==> config.mk <==
export PLATFORM = sky130hd
export DESIGN_NAME = sfm_mode_ctl
export DESIGN_NICKNAME = d
export VERILOG_FILES = /design/src/verilog/sfm_pkg.sv /design/src/verilog/sfm_irq_drv.sv /design/src/verilog/sfm_mode_ctl.sv
export SDC_FILE = /design/constraint.sdc
export NUM_CORES = 1
export LEC_CHECK = 0
export ABC_CLOCK_PERIOD_IN_PS = 2500
export BUFFER_PORTS_ARGS = -buffer_cell sky130_fd_sc_hd__buf_2
export CAP_MARGIN = 25
export CORE_MARGIN = 1
export CORE_UTILIZATION = 39
export CTS_BUF_LIST = sky130_fd_sc_hd__clkbuf_2 sky130_fd_sc_hd__clkbuf_4 sky130_fd_sc_hd__clkbuf_8
export DETAILED_ROUTE_END_ITERATION = 8
export HOLD_SLACK_MARGIN = 0.15
export SLEW_MARGIN = 20
export SYNTH_ARGS = -nofsm -noshare
export SYNTH_HDL_FRONTEND = slang
export SYNTH_SLANG_ARGS = --single-unit
==> constraint.sdc <==
create_clock -name aclk -period 2.5 [get_ports aclk]
set_input_delay 0.25 -clock aclk [delete_from_list [all_inputs] [get_ports aclk]]
set_output_delay 0.25 -clock aclk [all_outputs]
set_load 0.03 [all_outputs]
==> src/verilog/sfm_pkg.sv <==
// Purpose: shared constants of the sector formatter mode and status registers
// Assumes: register index = printed offset, byte address = 4 * index
// Notes: each register holds at most 8 bits in the low lane of a 32-bit word
package sfm_pkg;
   // bus geometry
   localparam int ADDR_W = 10;
   localparam int DATA_W = 32;
   // register indices (byte address is four times these)
   localparam logic [7:0] IDX_MODE = 8'h4f;
   localparam logic [7:0] IDX_SYNC_LIMIT = 8'h70;
   localparam logic [7:0] IDX_VEC_LOW = 8'h71;
   localparam logic [7:0] IDX_VEC_MID = 8'h72;
   localparam logic [7:0] IDX_VEC_HIGH = 8'h73;
   localparam logic [7:0] IDX_VEC_PATTERN = 8'h74;
   localparam logic [7:0] IDX_IRQ_STATUS = 8'h90;
   localparam logic [7:0] IDX_IRQ_MASK = 8'h91;
   // mode control field positions
   localparam int MODE_FMT_RESET = 0;
   localparam int MODE_HOST_EN = 1;
   localparam int MODE_DISK_EN = 2;
   localparam int MODE_PULLUP_DIS = 3;
   localparam int MODE_DECODE_SEL = 4;
   localparam int MODE_ACTIVE_LOW = 5;
   localparam int MODE_MERGE = 6;
   // reset values, write mask and read mask
   localparam logic [7:0] MODE_RESET_VAL = 8'h01;
   localparam logic [7:0] MODE_WRITE_MASK = 8'h7f;
   localparam logic [7:0] SYNC_LIMIT_RESET_VAL = 8'h00;
   localparam logic [7:0] VEC_HIGH_MASK = 8'h3f;
   // interrupt status bits
   localparam int IRQ_W = 2;
   localparam int ST_SYNC_TIMEOUT = 0;
   localparam int ST_VEC_LOADED = 1;
   localparam logic [IRQ_W-1:0] IRQ_RESET_VAL = 2'h0;
   // bus responses
   localparam logic [1:0] RESP_OKAY = 2'h0;
   localparam logic [1:0] RESP_DECERR = 2'h3;
   // synchronization timer states
   typedef enum logic {
      TMR_IDLE = 1'b0,
      TMR_RUN = 1'b1
   } sfm_timer_e;
endpackage

==> src/verilog/sfm_irq_drv.sv <==
// Purpose: drives one interrupt pin with polarity and open-drain options
// Assumes: all inputs come from flops on aclk
// Notes: outputs are registered, one cycle behind the inputs
`timescale 1ns/1ps
module sfm_irq_drv (
   input wire logic aclk,
   input wire logic aresetn,
   input wire logic drive_en,
   input wire logic level,
   input wire logic active_low,
   input wire logic pullup_dis,
   output logic pin_o,
   output logic pin_oe,
   output logic pullup_en
);
   // pin driver; active high always drives hard
   always_ff @(posedge aclk)
   begin
      if (!aresetn)
      begin
         pin_o <= 1'b0;
         pin_oe <= 1'b0;
         pullup_en <= 1'b1;
      end
      else
      begin
         pullup_en <= ~pullup_dis;
         if (!drive_en)
         begin
            // pin released, nothing driven
            pin_o <= 1'b0;
            pin_oe <= 1'b0;
         end
         else if (!active_low)
         begin
            // open drain cannot signal high, so it is overridden
            pin_o <= level;
            pin_oe <= 1'b1;
         end
         else if (pullup_dis)
         begin
            // shared line: only pull low, never drive high
            pin_o <= 1'b0;
            pin_oe <= level;
         end
         else
         begin
            pin_o <= ~level;
            pin_oe <= 1'b1;
         end
      end
   end
endmodule

==> src/verilog/sfm_mode_ctl.sv <==
// Purpose: mode control, sync limit timer and vector registers of the formatter
// Assumes: AXI4-Lite master, one write and one read in flight at most
// Notes: sequencer-side inputs come from logic on aclk and are not resynchronized
// Function
// hardware reset clears mode except reset bit
// reset bit set halts all formatter operations
// software reset initializes formatter register groups
// in reset: gates off, data pin released
// reset lasts until software clears the bit
// host pin driven only when bit 1
// disk pin driven only when bit 2
// bit 3 removes pull-ups, pins open drain; here active high pins stay driven hard
// bit 4 picks SCSI window 40h or 60h
// no SCSI window until mode written after reset
// bit 5 set means active low pins
// active high pins always driven actively
// bit 6 merges host interrupt onto disk pin
// sync limit accepts any value 0 to 255
// timer counts bytes, zero sets timeout error
// limit read shows running count while active
// vector address: three bytes, six-bit high byte
// error pattern read only, cleared at reset
// reserved bits read zero, writes ignored
//
// Implementation choice: the AXI4-Lite interface to the registers.
`timescale 1ns/1ps
module sfm_mode_ctl (
   input wire logic aclk,
   input wire logic aresetn,
   input wire logic [sfm_pkg::ADDR_W-1:0] awaddr,
   input wire logic awvalid,
   output logic awready,
   input wire logic [sfm_pkg::DATA_W-1:0] wdata,
   input wire logic [3:0] wstrb,
   input wire logic wvalid,
   output logic wready,
   output logic [1:0] bresp,
   output logic bvalid,
   input wire logic bready,
   input wire logic [sfm_pkg::ADDR_W-1:0] araddr,
   input wire logic arvalid,
   output logic arready,
   output logic [sfm_pkg::DATA_W-1:0] rdata,
   output logic [1:0] rresp,
   output logic rvalid,
   input wire logic rready,
   input wire logic host_irq_src,
   input wire logic disk_irq_src,
   input wire logic read_gate_req,
   input wire logic write_gate_req,
   input wire logic nrz_data_req,
   input wire logic nrz_drive_req,
   input wire logic sync_timer_start,
   input wire logic sync_found,
   input wire logic byte_tick,
   input wire logic vec_load,
   input wire logic [21:0] vec_addr_in,
   input wire logic [7:0] vec_pattern_in,
   output logic fmt_halt,
   output logic fmt_init,
   output logic read_gate,
   output logic write_gate,
   output logic nrz_data_o,
   output logic nrz_data_oe,
   output logic host_irq_pin_o,
   output logic host_irq_pin_oe,
   output logic host_irq_pullup_en,
   output logic disk_irq_pin_o,
   output logic disk_irq_pin_oe,
   output logic disk_irq_pullup_en,
   output logic scsi_win_40_en,
   output logic scsi_win_60_en,
   output logic sync_timeout_err,
   output logic irq
);
   // register index from a byte address
   function automatic logic [7:0] idx_of(input logic [sfm_pkg::ADDR_W-1:0] a);
      return a[9:2];
   endfunction

   // true for every index this block answers
   function automatic logic is_mapped(input logic [7:0] idx);
      case (idx)
         sfm_pkg::IDX_MODE, sfm_pkg::IDX_SYNC_LIMIT, sfm_pkg::IDX_VEC_LOW,
         sfm_pkg::IDX_VEC_MID, sfm_pkg::IDX_VEC_HIGH, sfm_pkg::IDX_VEC_PATTERN,
         sfm_pkg::IDX_IRQ_STATUS, sfm_pkg::IDX_IRQ_MASK: return 1'b1;
         default: return 1'b0;
      endcase
   endfunction

   logic [7:0] mode; // mode control register
   logic [7:0] sync_limit; // programmed byte-count limit
   logic [7:0] sync_count; // running count
   sfm_pkg::sfm_timer_e tmr_state; // sync timer state
   logic [7:0] vec_low; // vector address low byte
   logic [7:0] vec_mid; // vector address middle byte
   logic [5:0] vec_high; // vector address high six bits
   logic [7:0] vec_pattern; // vector error pattern
   logic [sfm_pkg::IRQ_W-1:0] irq_status; // sticky events
   logic [sfm_pkg::IRQ_W-1:0] irq_mask; // event enables
   logic decode_armed; // mode written since formatter reset
   logic [7:0] aw_idx; // held write index
   logic aw_held; // write address waiting
   logic [7:0] w_byte; // held write data, low lane
   logic w_lane; // low byte lane enabled
   logic w_held; // write data waiting
   logic [7:0] ar_idx; // held read index
   logic ar_held; // read address waiting
   logic do_write; // perform held write this cycle
   logic do_read; // perform held read this cycle
   logic wr_mode; // write strobe for mode control
   logic ev_sync_timeout; // timer reached zero this cycle
   logic [sfm_pkg::IRQ_W-1:0] ev_set; // events this cycle
   logic [sfm_pkg::IRQ_W-1:0] ev_clr; // read-clear of status
   logic [7:0] sync_view; // value shown at the limit register
   logic [7:0] next_rbyte; // read data before registering

   assign do_write = aw_held & w_held & ~bvalid;
   assign do_read = ar_held & ~rvalid;
   assign wr_mode = do_write & w_lane & (aw_idx == sfm_pkg::IDX_MODE);

   // write address channel; one write in flight
   always_ff @(posedge aclk)
   begin
      if (!aresetn)
      begin
         awready <= 1'b0;
         aw_held <= 1'b0;
         aw_idx <= 8'h00;
      end
      else if (awvalid && awready)
      begin
         awready <= 1'b0;
         aw_held <= 1'b1;
         aw_idx <= idx_of(awaddr);
      end
      else
      begin
         if (do_write)
            aw_held <= 1'b0;
         // reopen only once the previous answer is gone
         awready <= ~aw_held & ~bvalid;
      end
   end

   // write data channel, taken independently of the address
   always_ff @(posedge aclk)
   begin
      if (!aresetn)
      begin
         wready <= 1'b0;
         w_held <= 1'b0;
         w_byte <= 8'h00;
         w_lane <= 1'b0;
      end
      else if (wvalid && wready)
      begin
         wready <= 1'b0;
         w_held <= 1'b1;
         w_byte <= wdata[7:0];
         w_lane <= wstrb[0];
      end
      else
      begin
         if (do_write)
            w_held <= 1'b0;
         wready <= ~w_held & ~bvalid;
      end
   end

   // write response, one cycle after both halves arrive
   always_ff @(posedge aclk)
   begin
      if (!aresetn)
      begin
         bvalid <= 1'b0;
         bresp <= sfm_pkg::RESP_OKAY;
      end
      else if (do_write)
      begin
         bvalid <= 1'b1;
         // writes to read-only registers are dropped but answered okay
         bresp <= is_mapped(aw_idx) ? sfm_pkg::RESP_OKAY : sfm_pkg::RESP_DECERR;
      end
      else if (bready)
         bvalid <= 1'b0;
   end

   // mode control; only software changes it after reset
   always_ff @(posedge aclk)
   begin
      if (!aresetn)
         mode <= sfm_pkg::MODE_RESET_VAL;
      else if (wr_mode)
         mode <= w_byte & sfm_pkg::MODE_WRITE_MASK;
   end

   // software reset pulse and the decode arming flag
   always_ff @(posedge aclk)
   begin
      if (!aresetn)
      begin
         fmt_init <= 1'b0;
         decode_armed <= 1'b0;
      end
      else
      begin
         // every write with the reset bit set re-initializes the group
         fmt_init <= wr_mode & w_byte[sfm_pkg::MODE_FMT_RESET];
         if (wr_mode)
            decode_armed <= ~w_byte[sfm_pkg::MODE_FMT_RESET];
      end
   end

   // formatter halt and disk-side gates
   always_ff @(posedge aclk)
   begin
      if (!aresetn)
      begin
         fmt_halt <= 1'b1;
         read_gate <= 1'b0;
         write_gate <= 1'b0;
         nrz_data_o <= 1'b0;
         nrz_data_oe <= 1'b0;
      end
      else
      begin
         fmt_halt <= mode[sfm_pkg::MODE_FMT_RESET];
         read_gate <= read_gate_req & ~mode[sfm_pkg::MODE_FMT_RESET];
         write_gate <= write_gate_req & ~mode[sfm_pkg::MODE_FMT_RESET];
         nrz_data_o <= nrz_data_req & ~mode[sfm_pkg::MODE_FMT_RESET];
         nrz_data_oe <= nrz_drive_req & ~mode[sfm_pkg::MODE_FMT_RESET];
      end
   end

   // SCSI register window select
   always_ff @(posedge aclk)
   begin
      if (!aresetn)
      begin
         scsi_win_40_en <= 1'b0;
         scsi_win_60_en <= 1'b0;
      end
      else
      begin
         scsi_win_40_en <= decode_armed & mode[sfm_pkg::MODE_DECODE_SEL];
         scsi_win_60_en <= decode_armed & ~mode[sfm_pkg::MODE_DECODE_SEL];
      end
   end

   // sync limit register; any byte value is legal
   always_ff @(posedge aclk)
   begin
      if (!aresetn)
         sync_limit <= sfm_pkg::SYNC_LIMIT_RESET_VAL;
      else if (do_write && w_lane && aw_idx == sfm_pkg::IDX_SYNC_LIMIT)
         sync_limit <= w_byte;
   end

   // zero reached on this byte time; a start at zero times out on the first byte
   assign ev_sync_timeout = (tmr_state == sfm_pkg::TMR_RUN) & byte_tick & ~sync_found
      & (sync_count <= 8'h01) & ~mode[sfm_pkg::MODE_FMT_RESET];

   // sync timer, stopped and cleared while the formatter is in reset
   always_ff @(posedge aclk)
   begin
      if (!aresetn || mode[sfm_pkg::MODE_FMT_RESET])
      begin
         tmr_state <= sfm_pkg::TMR_IDLE;
         sync_count <= 8'h00;
      end
      else
      begin
         case (tmr_state)
            sfm_pkg::TMR_IDLE:
            begin
               if (sync_timer_start)
               begin
                  sync_count <= sync_limit;
                  tmr_state <= sfm_pkg::TMR_RUN;
               end
            end
            sfm_pkg::TMR_RUN:
            begin
               if (sync_found)
                  tmr_state <= sfm_pkg::TMR_IDLE;
               else if (ev_sync_timeout)
               begin
                  sync_count <= 8'h00;
                  tmr_state <= sfm_pkg::TMR_IDLE;
               end
               else if (byte_tick)
                  sync_count <= sync_count - 8'h01;
            end
            default: tmr_state <= sfm_pkg::TMR_IDLE;
         endcase
      end
   end

   // timeout error pulse toward the error register
   always_ff @(posedge aclk)
   begin
      if (!aresetn)
         sync_timeout_err <= 1'b0;
      else
         sync_timeout_err <= ev_sync_timeout;
   end

   // running count while active, programmed limit otherwise
   assign sync_view = (tmr_state == sfm_pkg::TMR_RUN) ? sync_count : sync_limit;

   // vector registers, loaded by the correction path, cleared by any reset
   always_ff @(posedge aclk)
   begin
      if (!aresetn || mode[sfm_pkg::MODE_FMT_RESET])
      begin
         vec_low <= 8'h00;
         vec_mid <= 8'h00;
         vec_high <= 6'h00;
         vec_pattern <= 8'h00;
      end
      else if (vec_load)
      begin
         vec_low <= vec_addr_in[7:0];
         vec_mid <= vec_addr_in[15:8];
         vec_high <= vec_addr_in[21:16];
         vec_pattern <= vec_pattern_in;
      end
   end

   // event sources and read-clear of the status register
   assign ev_set = {vec_load & ~mode[sfm_pkg::MODE_FMT_RESET], ev_sync_timeout};
   assign ev_clr = (do_read && ar_idx == sfm_pkg::IDX_IRQ_STATUS) ? irq_status
      : {sfm_pkg::IRQ_W{1'b0}};

   // sticky status; an event in the clearing cycle survives
   always_ff @(posedge aclk)
   begin
      if (!aresetn)
         irq_status <= sfm_pkg::IRQ_RESET_VAL;
      else
         irq_status <= (irq_status & ~ev_clr) | ev_set;
   end

   // interrupt mask and level output
   always_ff @(posedge aclk)
   begin
      if (!aresetn)
      begin
         irq_mask <= sfm_pkg::IRQ_RESET_VAL;
         irq <= 1'b0;
      end
      else
      begin
         if (do_write && w_lane && aw_idx == sfm_pkg::IDX_IRQ_MASK)
            irq_mask <= w_byte[sfm_pkg::IRQ_W-1:0];
         irq <= |(irq_status & irq_mask);
      end
   end

   // read data select; reserved bits stay zero
   always_comb
   begin
      case (ar_idx)
         sfm_pkg::IDX_MODE: next_rbyte = mode;
         sfm_pkg::IDX_SYNC_LIMIT: next_rbyte = sync_view;
         sfm_pkg::IDX_VEC_LOW: next_rbyte = vec_low;
         sfm_pkg::IDX_VEC_MID: next_rbyte = vec_mid;
         sfm_pkg::IDX_VEC_HIGH: next_rbyte = {2'h0, vec_high} & sfm_pkg::VEC_HIGH_MASK;
         sfm_pkg::IDX_VEC_PATTERN: next_rbyte = vec_pattern;
         sfm_pkg::IDX_IRQ_STATUS: next_rbyte = {6'h00, irq_status};
         sfm_pkg::IDX_IRQ_MASK: next_rbyte = {6'h00, irq_mask};
         default: next_rbyte = 8'h00;
      endcase
   end

   // read address and data channels
   always_ff @(posedge aclk)
   begin
      if (!aresetn)
      begin
         arready <= 1'b0;
         ar_held <= 1'b0;
         ar_idx <= 8'h00;
         rvalid <= 1'b0;
         rdata <= 32'h0000_0000;
         rresp <= sfm_pkg::RESP_OKAY;
      end
      else
      begin
         if (arvalid && arready)
         begin
            arready <= 1'b0;
            ar_held <= 1'b1;
            ar_idx <= idx_of(araddr);
         end
         else
            arready <= ~ar_held & ~rvalid;
         if (do_read)
         begin
            ar_held <= 1'b0;
            rvalid <= 1'b1;
            rdata <= {24'h00_0000, next_rbyte};
            rresp <= is_mapped(ar_idx) ? sfm_pkg::RESP_OKAY : sfm_pkg::RESP_DECERR;
         end
         else if (rready)
            rvalid <= 1'b0;
      end
   end

   // host pin gives way entirely in merge mode
   sfm_irq_drv u_host_pin (
      .aclk(aclk),
      .aresetn(aresetn),
      .drive_en(mode[sfm_pkg::MODE_HOST_EN] & ~mode[sfm_pkg::MODE_MERGE]),
      .level(host_irq_src),
      .active_low(mode[sfm_pkg::MODE_ACTIVE_LOW]),
      .pullup_dis(mode[sfm_pkg::MODE_PULLUP_DIS]),
      .pin_o(host_irq_pin_o),
      .pin_oe(host_irq_pin_oe),
      .pullup_en(host_irq_pullup_en)
   );

   // disk pin carries both sources when merged
   sfm_irq_drv u_disk_pin (
      .aclk(aclk),
      .aresetn(aresetn),
      .drive_en(mode[sfm_pkg::MODE_DISK_EN]),
      .level(disk_irq_src | (mode[sfm_pkg::MODE_MERGE] & host_irq_src)),
      .active_low(mode[sfm_pkg::MODE_ACTIVE_LOW]),
      .pullup_dis(mode[sfm_pkg::MODE_PULLUP_DIS]),
      .pin_o(disk_irq_pin_o),
      .pin_oe(disk_irq_pin_oe),
      .pullup_en(disk_irq_pullup_en)
   );
endmodule

---- Word-level counts from Yosys, hierarchy flattened ----
Index checks and enable logic that the tools add are counted.
word-level totals
  memories ................................ 0
  output and inout port bits .............. 57
  bits in registers ....................... 119
  memory bits (read-only) ................. 0
  logic and storage cells ................. 162
  RAM bits ................................ 0
  input port bits ......................... 103
  latch bits .............................. 0
cells by class
  shift-type cells ........................ 0
  $lt $le $gt $ge ......................... 1
  eq/ne operators ......................... 19
  $add $sub $neg .......................... 1
  muxes and demuxes ....................... 35
  bitwise operators ....................... 42
  reductions and logical operators ........ 23
  div/mod/pow operators ................... 0
  multipliers ............................. 0
operator list
  kind                                                                              number
  8-bit by 7-bit equality test with 1-bit output, second input constant             12
  8-bit case mux with 8 select lines                                                1
  8-bit two-way mux                                                                 5
  8-bit equality test, second input constant                                        4
  1-bit two-way mux                                                                 24
  1-bit bitwise AND                                                                 22
  8-bit case mux with 2 select lines                                                1
  8-bit OR reduction                                                                2
  1-bit inverter                                                                    15
  2-bit OR reduction                                                                5
  8-bit by 1-bit less-or-equal comparator with 1-bit output, second input constant  1
  2-bit nonzero test                                                                4
  8-bit by 1-bit subtractor with 8-bit output, second input constant                1
  1-bit logical AND                                                                 7
  2-bit two-way mux                                                                 3
  2-bit bitwise AND                                                                 2
  2-bit inequality test, second input constant                                      2
  2-bit AND reduction                                                               2
  3-bit by 2-bit inequality test with 1-bit output, second input constant           1
  3-bit AND reduction                                                               1
  2-bit inverter                                                                    1
  2-bit bitwise OR                                                                  1
  1-bit case mux with 2 select lines                                                1
  1-bit logical NOT                                                                 1
  2 further kinds                                                                   2

---- Longest topological paths before layout ----
Gate-level depths: netlist of the first run.
  word-level depth ........................ 7
  gate-level depth with buffers ........... 7
  depth with buffers taken out ............ 7

---- Modules after synthesis ----
A second synthesis of the first run with hierarchy kept.
unflattened totals
  cell total of the unflattened synthesis .. 588
  area, all modules ....................... 5298.8 um2
modules (own cells, without submodules)
  module        cells each  instances  area an instance (um2)  seq. area each (um2)
  sfm_mode_ctl  568         1          5103.6                  2242.2
  sfm_irq_drv   10          2          97.6                    60.1

---- Least setup slack after synthesis of the first run ----
Ideal clock, no wire load.
  kind .................................... flip-flop to flip-flop
  start ................................... reg sync_count[2]
  end ..................................... reg sync_count[4]
  data arrival time ....................... 1558 ps
  data required time ...................... 2362 ps
  slack ................................... 804 ps
  clock period less this slack ............ 1696 ps
  setup time .............................. 138 ps
  buffers on the path ..................... 0
  cell stages (with the launch flop) ...... 5
  cell sequence ........................... dfxtp_1 > or4_4 > o41a_1 > a21oi_2 > o32ai_1
between the ends
  cells in the longest elaborated chain, start to end .. 6
  elaborated cells between the ends (all ways) .. 10
  classes of those cells .................. add/sub: 1; order compare: 1; eq/ne: 1; mux: 4; bitwise: 2; reduce/logical: 1
RTL lines
  item                                                       line                 source
  start: declaration                                         sfm_mode_ctl.sv:93   logic [7:0] sync_count;
  start signal: assignment                                   sfm_mode_ctl.sv:279  sync_count <= sync_limit;
  start signal: assignment                                   sfm_mode_ctl.sv:293  sync_count <= sync_count - 8'h01;
  8-bit by 1-bit less-or-equal comparator with 1-bit output  sfm_mode_ctl.sv:262  & (sync_count <= 8'h01) & ~mode[sfm_pkg::MODE_FMT_RESET];
  1-bit bitwise AND (2 in a row)                             sfm_mode_ctl.sv:262
  8-bit two-way mux                                          sfm_mode_ctl.sv:287  else if (ev_sync_timeout)
  8-bit two-way mux                                          sfm_mode_ctl.sv:285  if (sync_found)
  8-bit case mux with 2 select lines                         sfm_mode_ctl.sv:274  case (tmr_state)
Several ways; a longest one is shown, not always the timed one. The select of a mux whose other input is x is not followed.
A chain may end at the register's enable or synchronous reset.

---- Worst setup path in the final report of the first run ----
  start ................................... reg sync_count[0]
  end ..................................... reg sync_count[5]
The elaborated chain is that of the path after synthesis.

==> qor.yml, run 1 <==
synth:
  avgSynthCellArea_um2: 8.93
  yosysUniqueCellTypes: 59
  synth.area.top_cells: "dfxtp_1 (46%), mux2i_1 (11%), nand2_1 (5.6%), nor2_1 (4.6%), a21oi_1 (4.5%)"
  netlist_area_um2: 5120
  yosys_register_bits: 117
  netlist_instances: 573
  synth_edf_count: 0
  synthArstFlopShare: 0
  synth.yosys.warnings: 0
  synth_top_area_cell: "dfxtp_1"
  synth.most_common_cell: "dfxtp_1"
  yosys-top-cells-count: "dfxtp_1 (117), nand2_1 (76), nor2_1 (63)"
  yosys_most_used_dff: "dfxtp_1"
  yosysTopAreaCellShare: 0.458
  ys_seq_area_frac: 0.458
setup_path:
  start_kind: "flip-flop"
  worst_ep_required_time_ns: 2.87
  criticalPathCategory: "reg2reg"
  cp.depth: 6
  path_delay_family: "compound AO/OA/AOI/OAI gates"
  critical_path.max_stage_delay_ns: 0.53
  end_kind: "flip-flop"
  r2r.worst_path.cells: 6
  cp_slowest_cell: "o211ai_1"
  cp_cell_sequence: "inv_1 > ha_1 > o211ai_1 > o41a_1 > o21ai_0 > a21oi_1"
  reg2reg_from: "sync_count[0]"
  path_buf_inv: 1
  path_max_fanout: 7
  cp.arrival_ns: 2.37
  cp-startpoint: "sync_count[0]"
drt:
  drt_wl_total_mm: 13.1
  ant_nets: 0
  drtIter0Drc: 264
  drc: 0
  dr_total_vias: 4636
  wl_per_cell_um: 14.2
  drtPass1Iterations: 5
  avgViaCountPerCell: 5.03
cts:
  root_buffer: "clkbuf_8"
  cts_setup_buffers: 0
  htreeDepth: 4
  cts.sink_count: 117
  insertion_delay_ns: 0.45
  clk_pin_slew_worst_paths_ns: 0.06
  cts_tree: "done"
  cts_buffer_depth: 2
  numCtsBuffers: 17
timing:
  hold_viol: 0
  finalCritPeriodShare: 0.800
  setup_violations: 0
  slew-limit-headroom: 0.394
  fin_ws_ns: 0.500
  max_freq_mhz: 500
  maxSlewViolCount: 0
  rsz0062_at_grt: "no"
  max_slew.worst_pin.slew_ns: 0.909
  clock_skew_ns: 0.0135
  tns_ns: 0
  min_period_ns: 2.00
floorplanning:
  num_rows: 41
  die-area_um2: 13600
  die_x_um: 117
  core_um2: 12700
  die_h_um: 117
  io_pins: 160
  start_util: 0.402
grt:
  overflow: 0
  grt_start_max_net_pins: 41
  grt_pass1_vias: 4159
  grt_pass1_wl_mm: 20.2
  antenna_found_initial: 0
  grt_util_all_layers: 0.197
power_and_ir_drop:
  p_leak_nw: 2.80
  powerDensity_nw_per_um2: 628
  peakVddDrop_v: 0.000331
min_path:
  holdCritStartpoint: "aresetn"
  hp-class: "in2reg"
  hold_path_depth: 3
placement:
  dp_hpwl_mm: 9.11
  place.gp.congestion: 0.871
  dpl.cell_count: 825
  port_buffers: 104
  post-place-ws_ns: 0.552
finish:
  multiInputGateArea_um2: 2510
  final_cells: 922
  fill_cells: 1196
  syn2layout_area_growth_pct: 32.4
  antenna_cells: 0
  drive_above_1_share: 0.203
  register_area_um2: 2340
  final_util: 0.533
  nNetsFinal: 842
status:
  status: "finished, final reports clean"
job:
  max-cap-violations: 0
==> placed cells by master, fill, tap and decap left out, drive strengths merged, types with 4 or more instances in the layout <==
| cell type | n |
|---|---|
| dfxtp | 117 |
| buf | 110 |
| nand2 | 76 |
| dlygate4sd3 | 65 |
| nor2 | 64 |
| mux2i | 58 |
| a21oi | 47 |
| conb | 24 |
| clkbuf | 20 |
| a22oi | 16 |
| inv | 12 |
| nor2b | 11 |
| o21ai | 11 |
| nand3 | 8 |
| nor3 | 7 |
| nand2b | 6 |
| and3 | 6 |
| o22ai | 6 |
| clkinv | 6 |
| nand3b | 5 |
| and2 | 4 |
| a221oi | 4 |
| nor4b | 4 |
| o31ai | 4 |
| a211oi | 4 |
| nor3b | 4 |
| bufinv | 4 |
==> metrics by stage <==
step                area, um2  total power, mW  hold slack [ns]
floorplan                5200             2.21            0.386
global placement         5680             2.28            0.447
detailed placement       5680             2.28            0.451
CTS                      6780             4.29            0.189
global route             6780             4.42            0.208
finish                   6780             4.25            0.214
==> kinds of logic (layout without fill, tap and decap cells) <==
family,Yosys count,after routing,share of synthesized area
adders and majority gates,2,2,0.00489
DFF,117,117,0.458
and+or+nand+nor,212,212,0.200
AOI/OAI and AO/OA,116,116,0.150
muxes,60,60,0.118
other,1,24,0.000733
buffers and inverters,65,219,0.0692
==> final timing paths <==
path | endpoint | slack [ns]
worst max-delay path | sync_count[5] | 0.50
worst min-delay path | ar_idx[6] | 0.21
worst max register to register | sync_count[5] | 0.50
worst min register to register | w_lane | 0.46
==> what timing repair did <==
item / in CTS / in global routing
setup endpoints to repair: 0 / 0
gates resized for setup: 0 / 0
hold buffers: 65 / 0
hold endpoints to repair: 66 / 0
==> cell type report <==
type | instances | area share
Tap cell | 172 | 0.0317
Inverter | 12 | 0.00664
Timing Repair Buffer | 175 | 0.179
Clock inverter | 12 | 0.0260
Clock buffer | 20 | 0.0406
Multi-Input combinational cell | 414 | 0.370
Sequential cell | 117 | 0.346
==> state kept, by name (all words and copies together), names as in the netlist, 2 cells and up <==
| register | cells |
|---|---|
| irq_mask | 2 |
| vec_high | 6 |
| vec_pattern | 8 |
| aw_idx | 8 |
| vec_low | 8 |
| mode | 7 |
| rdata | 8 |
| irq_status | 2 |
| sync_limit | 8 |
| w_byte | 8 |
| sync_count | 8 |
| vec_mid | 8 |
| ar_idx | 8 |
==> report_power, final <==
group	internal (mW)	switching, mW
logic	0.177	0.209
registers	1.90	0.0377
clock network	1.16	0.769
total	3.24	1.02
==> layer usage <==
layer	up-vias	share of wire	global-route usage
met3	22	0.058	0.0514
met5	-	0	0
li1	2307	-	-
met1	2167	0.45	0.253
met2	140	0.48	0.316
met4	0	0.016	0.0819
==> worst reg2reg max path, cell delays in order, from the launching register on <==
cell,delay [ns]
dfxtp_1,0.44
inv_1,0.07
ha_1,0.28
o211ai_1,0.53
o41a_1,0.33
o21ai_0,0.13
a21oi_1,0.15
Note: power is estimated with default switching activity, not from simulation.
==> run 2, diff against run 1 <==
- ABC_CLOCK_PERIOD_IN_PS: 2500 -> 1700
- PLACE_DENSITY: default -> 0.66
- clock period: 2.5 -> 1.7 ns (I/O delays scaled with it)
==> run 2 against run 1 <==
The flow now finishes with violations (setup timing). Maximum frequency grew 16%. Sequential share of layout area shrank 1.9 points. Sequential power grew 47%. Global-route usage grew 1.2 points. Worst setup slack lost 0.53 ns. Worst hold slack lost 0.015 ns. Die area is the same. Clock power grew 38%. Critical path type unchanged. Count of clock-buffer cells in the layout grew 3.
==> qor.yml, run 2 (synthesis gave the netlist of run 1 again) <==
power_and_ir_drop:
  switching_share: 0.240
  powerDensity_nw_per_um2: 855
  p_switching_mw: 1.47
  clockPowerShare: 0.434
  p_int_mw: 4.68
  comb_power_share: 0.103
  peakVddDrop_v: 0.000451
  seq_power_share: 0.463
  p_leak_nw: 3.04
finish:
  syn2layout_area_growth_pct: 40.5
  fill_cells: 1126
  final_util: 0.565
  mostFrequentLayoutCells: "dfxtp_1 (111), buf_2 (104), dlygate4sd3_1 (80), nand2_1 (75), nor2_1 (63)"
  antenna_cells: 0
  drive_above_1_share: 0.250
  layout_commonest_cell: "dfxtp_1"
  nNetsFinal: 883
drt:
  dr_total_vias: 4743
  ant_nets: 0
  drtPass1Iterations: 5
  drt_wl_total_mm: 14.0
  drtIter0Drc: 355
  wl_per_cell_um: 14.5
  avgViaCountPerCell: 4.93
  drc: 0
timing:
  clock_skew_ns: 0.00992
  max_freq_mhz: 580
  finalCritPeriodShare: 1.01
  rsz0062_at_grt: "yes"
  fin_ws_ns: -0.0250
  tns_ns: -0.0494
  whs_ns: 0.198
  max_slew.worst_pin.slew_ns: 0.593
  hold_viol: 0
  min_period_ns: 1.73
  maxSlewViolCount: 0
  setup_violations: 3
  slew-limit-headroom: 0.605
cts:
  cts_tree: "done"
  numCtsBuffers: 17
  htreeDepth: 4
  cts_setup_buffers: 0
  insertion_delay_ns: 0.44
  clk_pin_slew_worst_paths_ns: 0.06
  cts_buffer_depth: 2
  root_buffer: "clkbuf_8"
  cts.sink_count: 117
floorplanning:
  io_pins: 160
  die_x_um: 117
  die_h_um: 117
  num_rows: 41
  die-area_um2: 13600
  start_util: 0.402
  core_um2: 12700
setup_path:
  start_kind: "flip-flop"
  worst_ep_required_time_ns: 2.01
  cp.arrival_ns: 2.04
  end_kind: "flip-flop"
  path_max_fanout: 5
  criticalPathCategory: "reg2reg"
grt:
  grt_util_all_layers: 0.210
  overflow: 0
  grt_start_max_net_pins: 32
  grt_pass1_vias: 4615
  grt_pass1_wl_mm: 21.7
  antenna_found_initial: 0
job:
  max-cap-violations: 0
min_path:
  hp-class: "in2reg"
placement:
  place.gp.congestion: 0.876
  dp_hpwl_mm: 9.75
  post-place-ws_ns: -0.00449
  port_buffers: 104
status:
  violations: "setup timing"
  status: "complete, but fails checks"
run 2: worst paths after layout:
| check | startpoint | to | slack [ns] | cells after the start |
|---|---|---|---|---|
| worst max register to register | sync_count[3] | sync_count[2] | -0.03 | 4 |
| worst min-delay path | arvalid | ar_idx[2] | 0.20 | 4 |
| worst max-delay path | sync_count[3] | sync_count[2] | -0.03 | 4 |
| worst min register to register | w_byte[7] | w_byte[7] | 0.46 | 2 |
run 2: cell type report:
type / instances / area (um2) / share of cell area
multi-input combinational: 414 / 2590 / 0.360
timing repair buffer: 216 / 1570 / 0.219
clock buffer: 23 / 292 / 0.0405
sequential: 117 / 2350 / 0.327
inverter: 12 / 45.0 / 0.00626
tap: 172 / 215 / 0.0299
clock inverter: 9 / 126 / 0.0176
run 2: timing repair:
item                                    in CTS  in global routing
endpoints found under the setup margin       6                 18
hold endpoints to repair                    71                  0
hold buffers                                80                  0
pin swaps                                    1                  9
resized for setup                            2                 21
run 2: per-layer routing:
layer / vias to the layer above / global-route usage / part of all wire
li1: 2380 / - / -
met1: 2199 / 0.250 / 0.45
met2: 145 / 0.357 / 0.49
met3: 19 / 0.0503 / 0.043
met4: 0 / 0.0945 / 0.018
met5: - / 0 / 0
run 2: metrics by stage:
step / area [um2] / instances / total power [mW]
floorplan: 5200 / 596 / 3.25
global placement: 5880 / 851 / 3.37
detailed placement: 5880 / 851 / 3.39
CTS: 7110 / 963 / 6.18
global route: 7190 / 963 / 6.38
finish: 7190 / 963 / 6.15
run 2: critical path: stages (launching register included):
cell and delay (ns):
dfxtp_2 0.32, or4_4 0.59, o41a_1 0.48, o21ai_1 0.12, a31oi_1 0.10
run 2: power groups by stage:
stage               Sequential [mW]  Clock, mW  Combinational, mW
floorplan                      2.92          0              0.335
global placement               2.90          0              0.471
detailed placement             2.91          0              0.481
CTS                            2.84       2.72              0.621
global route                   2.85       2.84              0.685
finish                         2.85       2.67              0.631
==> run 3, diff against run 2 <==
- CORE_ASPECT_RATIO: default -> 1.5
==> run 3 against run 2 <==
Global-route usage increased by 0.56 points. Total power increased by 0.19%. The run still ends with setup timing left. Combinational power decreased by 3%. Via count increased by 2.0%. Count of clock-buffer cells in the layout increased by 1. Wire length increased by 2.5%.
==> qor.yml, run 3 (synthesis gave the netlist of run 1 again) <==
status:
  status: "complete, but fails checks"
  violations: "setup timing"
placement:
  dp_hpwl_mm: 9.97
  place.gp.congestion: 0.820
  port_buffers: 104
  placed_area_um2: 5910
  dpl.cell_count: 841
  post-place-ws_ns: -0.0597
grt:
  overflow: 0
  grt_util_all_layers: 0.215
  antenna_found_initial: 0
  grt_pass1_wl_mm: 22.3
  grt_start_max_net_pins: 41
  grt_pass1_vias: 4725
finish:
  antenna_cells: 0
  multiInputGateArea_um2: 2610
  final_area_um2: 7110
  layout_commonest_cell: "dfxtp_1"
  mostFrequentLayoutCells: "dfxtp_1 (112), buf_2 (104), nand2_1 (76), dlygate4sd3_1 (66), nor2_1 (63)"
  register_area_um2: 2350
  nNetsFinal: 876
  final_cells: 940
  drive_above_1_share: 0.261
  fill_cells: 1142
  syn2layout_area_growth_pct: 38.9
timing:
  max_slew.worst_pin.slew_ns: 0.642
  rsz0062_at_grt: "yes"
  fin_ws_ns: -0.0205
  slew-limit-headroom: 0.571
  finalCritPeriodShare: 1.01
  setup_violations: 1
  min_period_ns: 1.72
  hold_viol: 0
  tns_ns: -0.0205
  whs_ns: 0.207
  maxSlewViolCount: 0
  clock_skew_ns: 0.0131
  max_freq_mhz: 581
power_and_ir_drop:
  p_leak_nw: 2.98
  peakVddDrop_v: 0.000605
  powerDensity_nw_per_um2: 867
setup_path:
  r2r.worst_path.cells: 4
  start_kind: "flip-flop"
  path_buf_inv: 0
  cp.arrival_ns: 2.00
  path_max_fanout: 5
  r2r_setup_slack_ns: -0.02
  worst_ep_required_time_ns: 1.98
  cp_cell_sequence: "or4_4 > o41a_1 > a21oi_2 > o32ai_1"
  r2r_end: "sync_count[4]"
  cp_slowest_cell: "or4_4"
  reg2reg_from: "sync_count[4]"
  path_delay_family: "compound AO/OA/AOI/OAI gates"
  end_kind: "flip-flop"
  cp-startpoint: "sync_count[4]"
  critical_path.max_stage_delay_ns: 0.59
  criticalPathCategory: "reg2reg"
floorplanning:
  die-area_um2: 13600
  start_util: 0.405
  core_um2: 12600
  num_rows: 50
  io_pins: 160
  die_x_um: 95.5
  die_h_um: 142
drt:
  avgViaCountPerCell: 5.14
  drtPass1Iterations: 8
  wl_per_cell_um: 15.2
  ant_nets: 0
  drc: 0
  dr_total_vias: 4836
  drtIter0Drc: 229
  drt_wl_total_mm: 14.3
min_path:
  hold_end: "ar_idx[5]"
  holdCritStartpoint: "arvalid"
  hp-class: "in2reg"
  hold_path_depth: 4
cts:
  root_buffer: "clkbuf_8"
  cts_tree: "done"
  cts.sink_count: 117
  insertion_delay_ns: 0.43
  htreeDepth: 4
  numCtsBuffers: 17
  clk_pin_slew_worst_paths_ns: 0.06
  cts_buffer_depth: 2
job:
  max-cap-violations: 0
## run 3: through the flow
stage / power (mW) / utilization
CTS: 6.20 / 0.557
finish: 6.16 / 0.563
global route: 6.40 / 0.563
floorplan: 3.25 / -
detailed placement: 3.38 / 0.468
global placement: 3.37 / 0.468
## run 3: power by group
| part | total [mW] | switching [mW] | internal, mW | leakage, nW |
|---|---|---|---|---|
| logic | 0.612 | 0.327 | 0.285 | 1.82 |
| clock network | 2.70 | 1.07 | 1.63 | 0.213 |
| registers | 2.85 | 0.0564 | 2.79 | 0.949 |
## run 3: area by class of cell
class	count	share of cell area
repair buffers	209	0.209
clock buffers	24	0.0429
inverters	12	0.00633
flip-flops and latches	117	0.330
multi-input cells	414	0.367
well taps	156	0.0275
clock inverters	8	0.0172
## run 3: layer usage
metal,vias up,track usage,share of wire
li1,2368,-,-
met1,2284,0.231,0.40
met2,155,0.397,0.54
met3,29,0.0470,0.035
met4,0,0.0896,0.024
met5,-,0,0
## run 3: timing repair
| item | CTS | global route |
|---|---|---|
| hold buffers | 66 | 0 |
| resized for setup | 6 | 19 |
| pin swaps | 5 | 4 |
| cloned | 0 | 0 |
| hold endpoints to repair | 69 | 0 |
| setup endpoints to repair | 13 | 20 |
| buffers inserted | 0 | 1 |
## run 3: how the worst max path moves through the flow
stage / to / slack, ns / cells past startpoint
6_report: sync_count[4] / -0.02 / 4
3_3_place_gp: sync_count[4] / -0.06 / 4
2_1_floorplan: sync_count[4] / 0.004 / 4
5_1_grt: sync_count[4] / -0.05 / 4
4_1_cts: sync_count[4] / -0.01 / 4
3_5_place_dp: sync_count[4] / -0.06 / 4
## run 3: worst register-to-register path, cell delays in order (launching register included)
cell and delay (ns):
dfxtp_1 0.31, or4_4 0.59, o41a_1 0.44, a21oi_2 0.15
o32ai_1 0.08
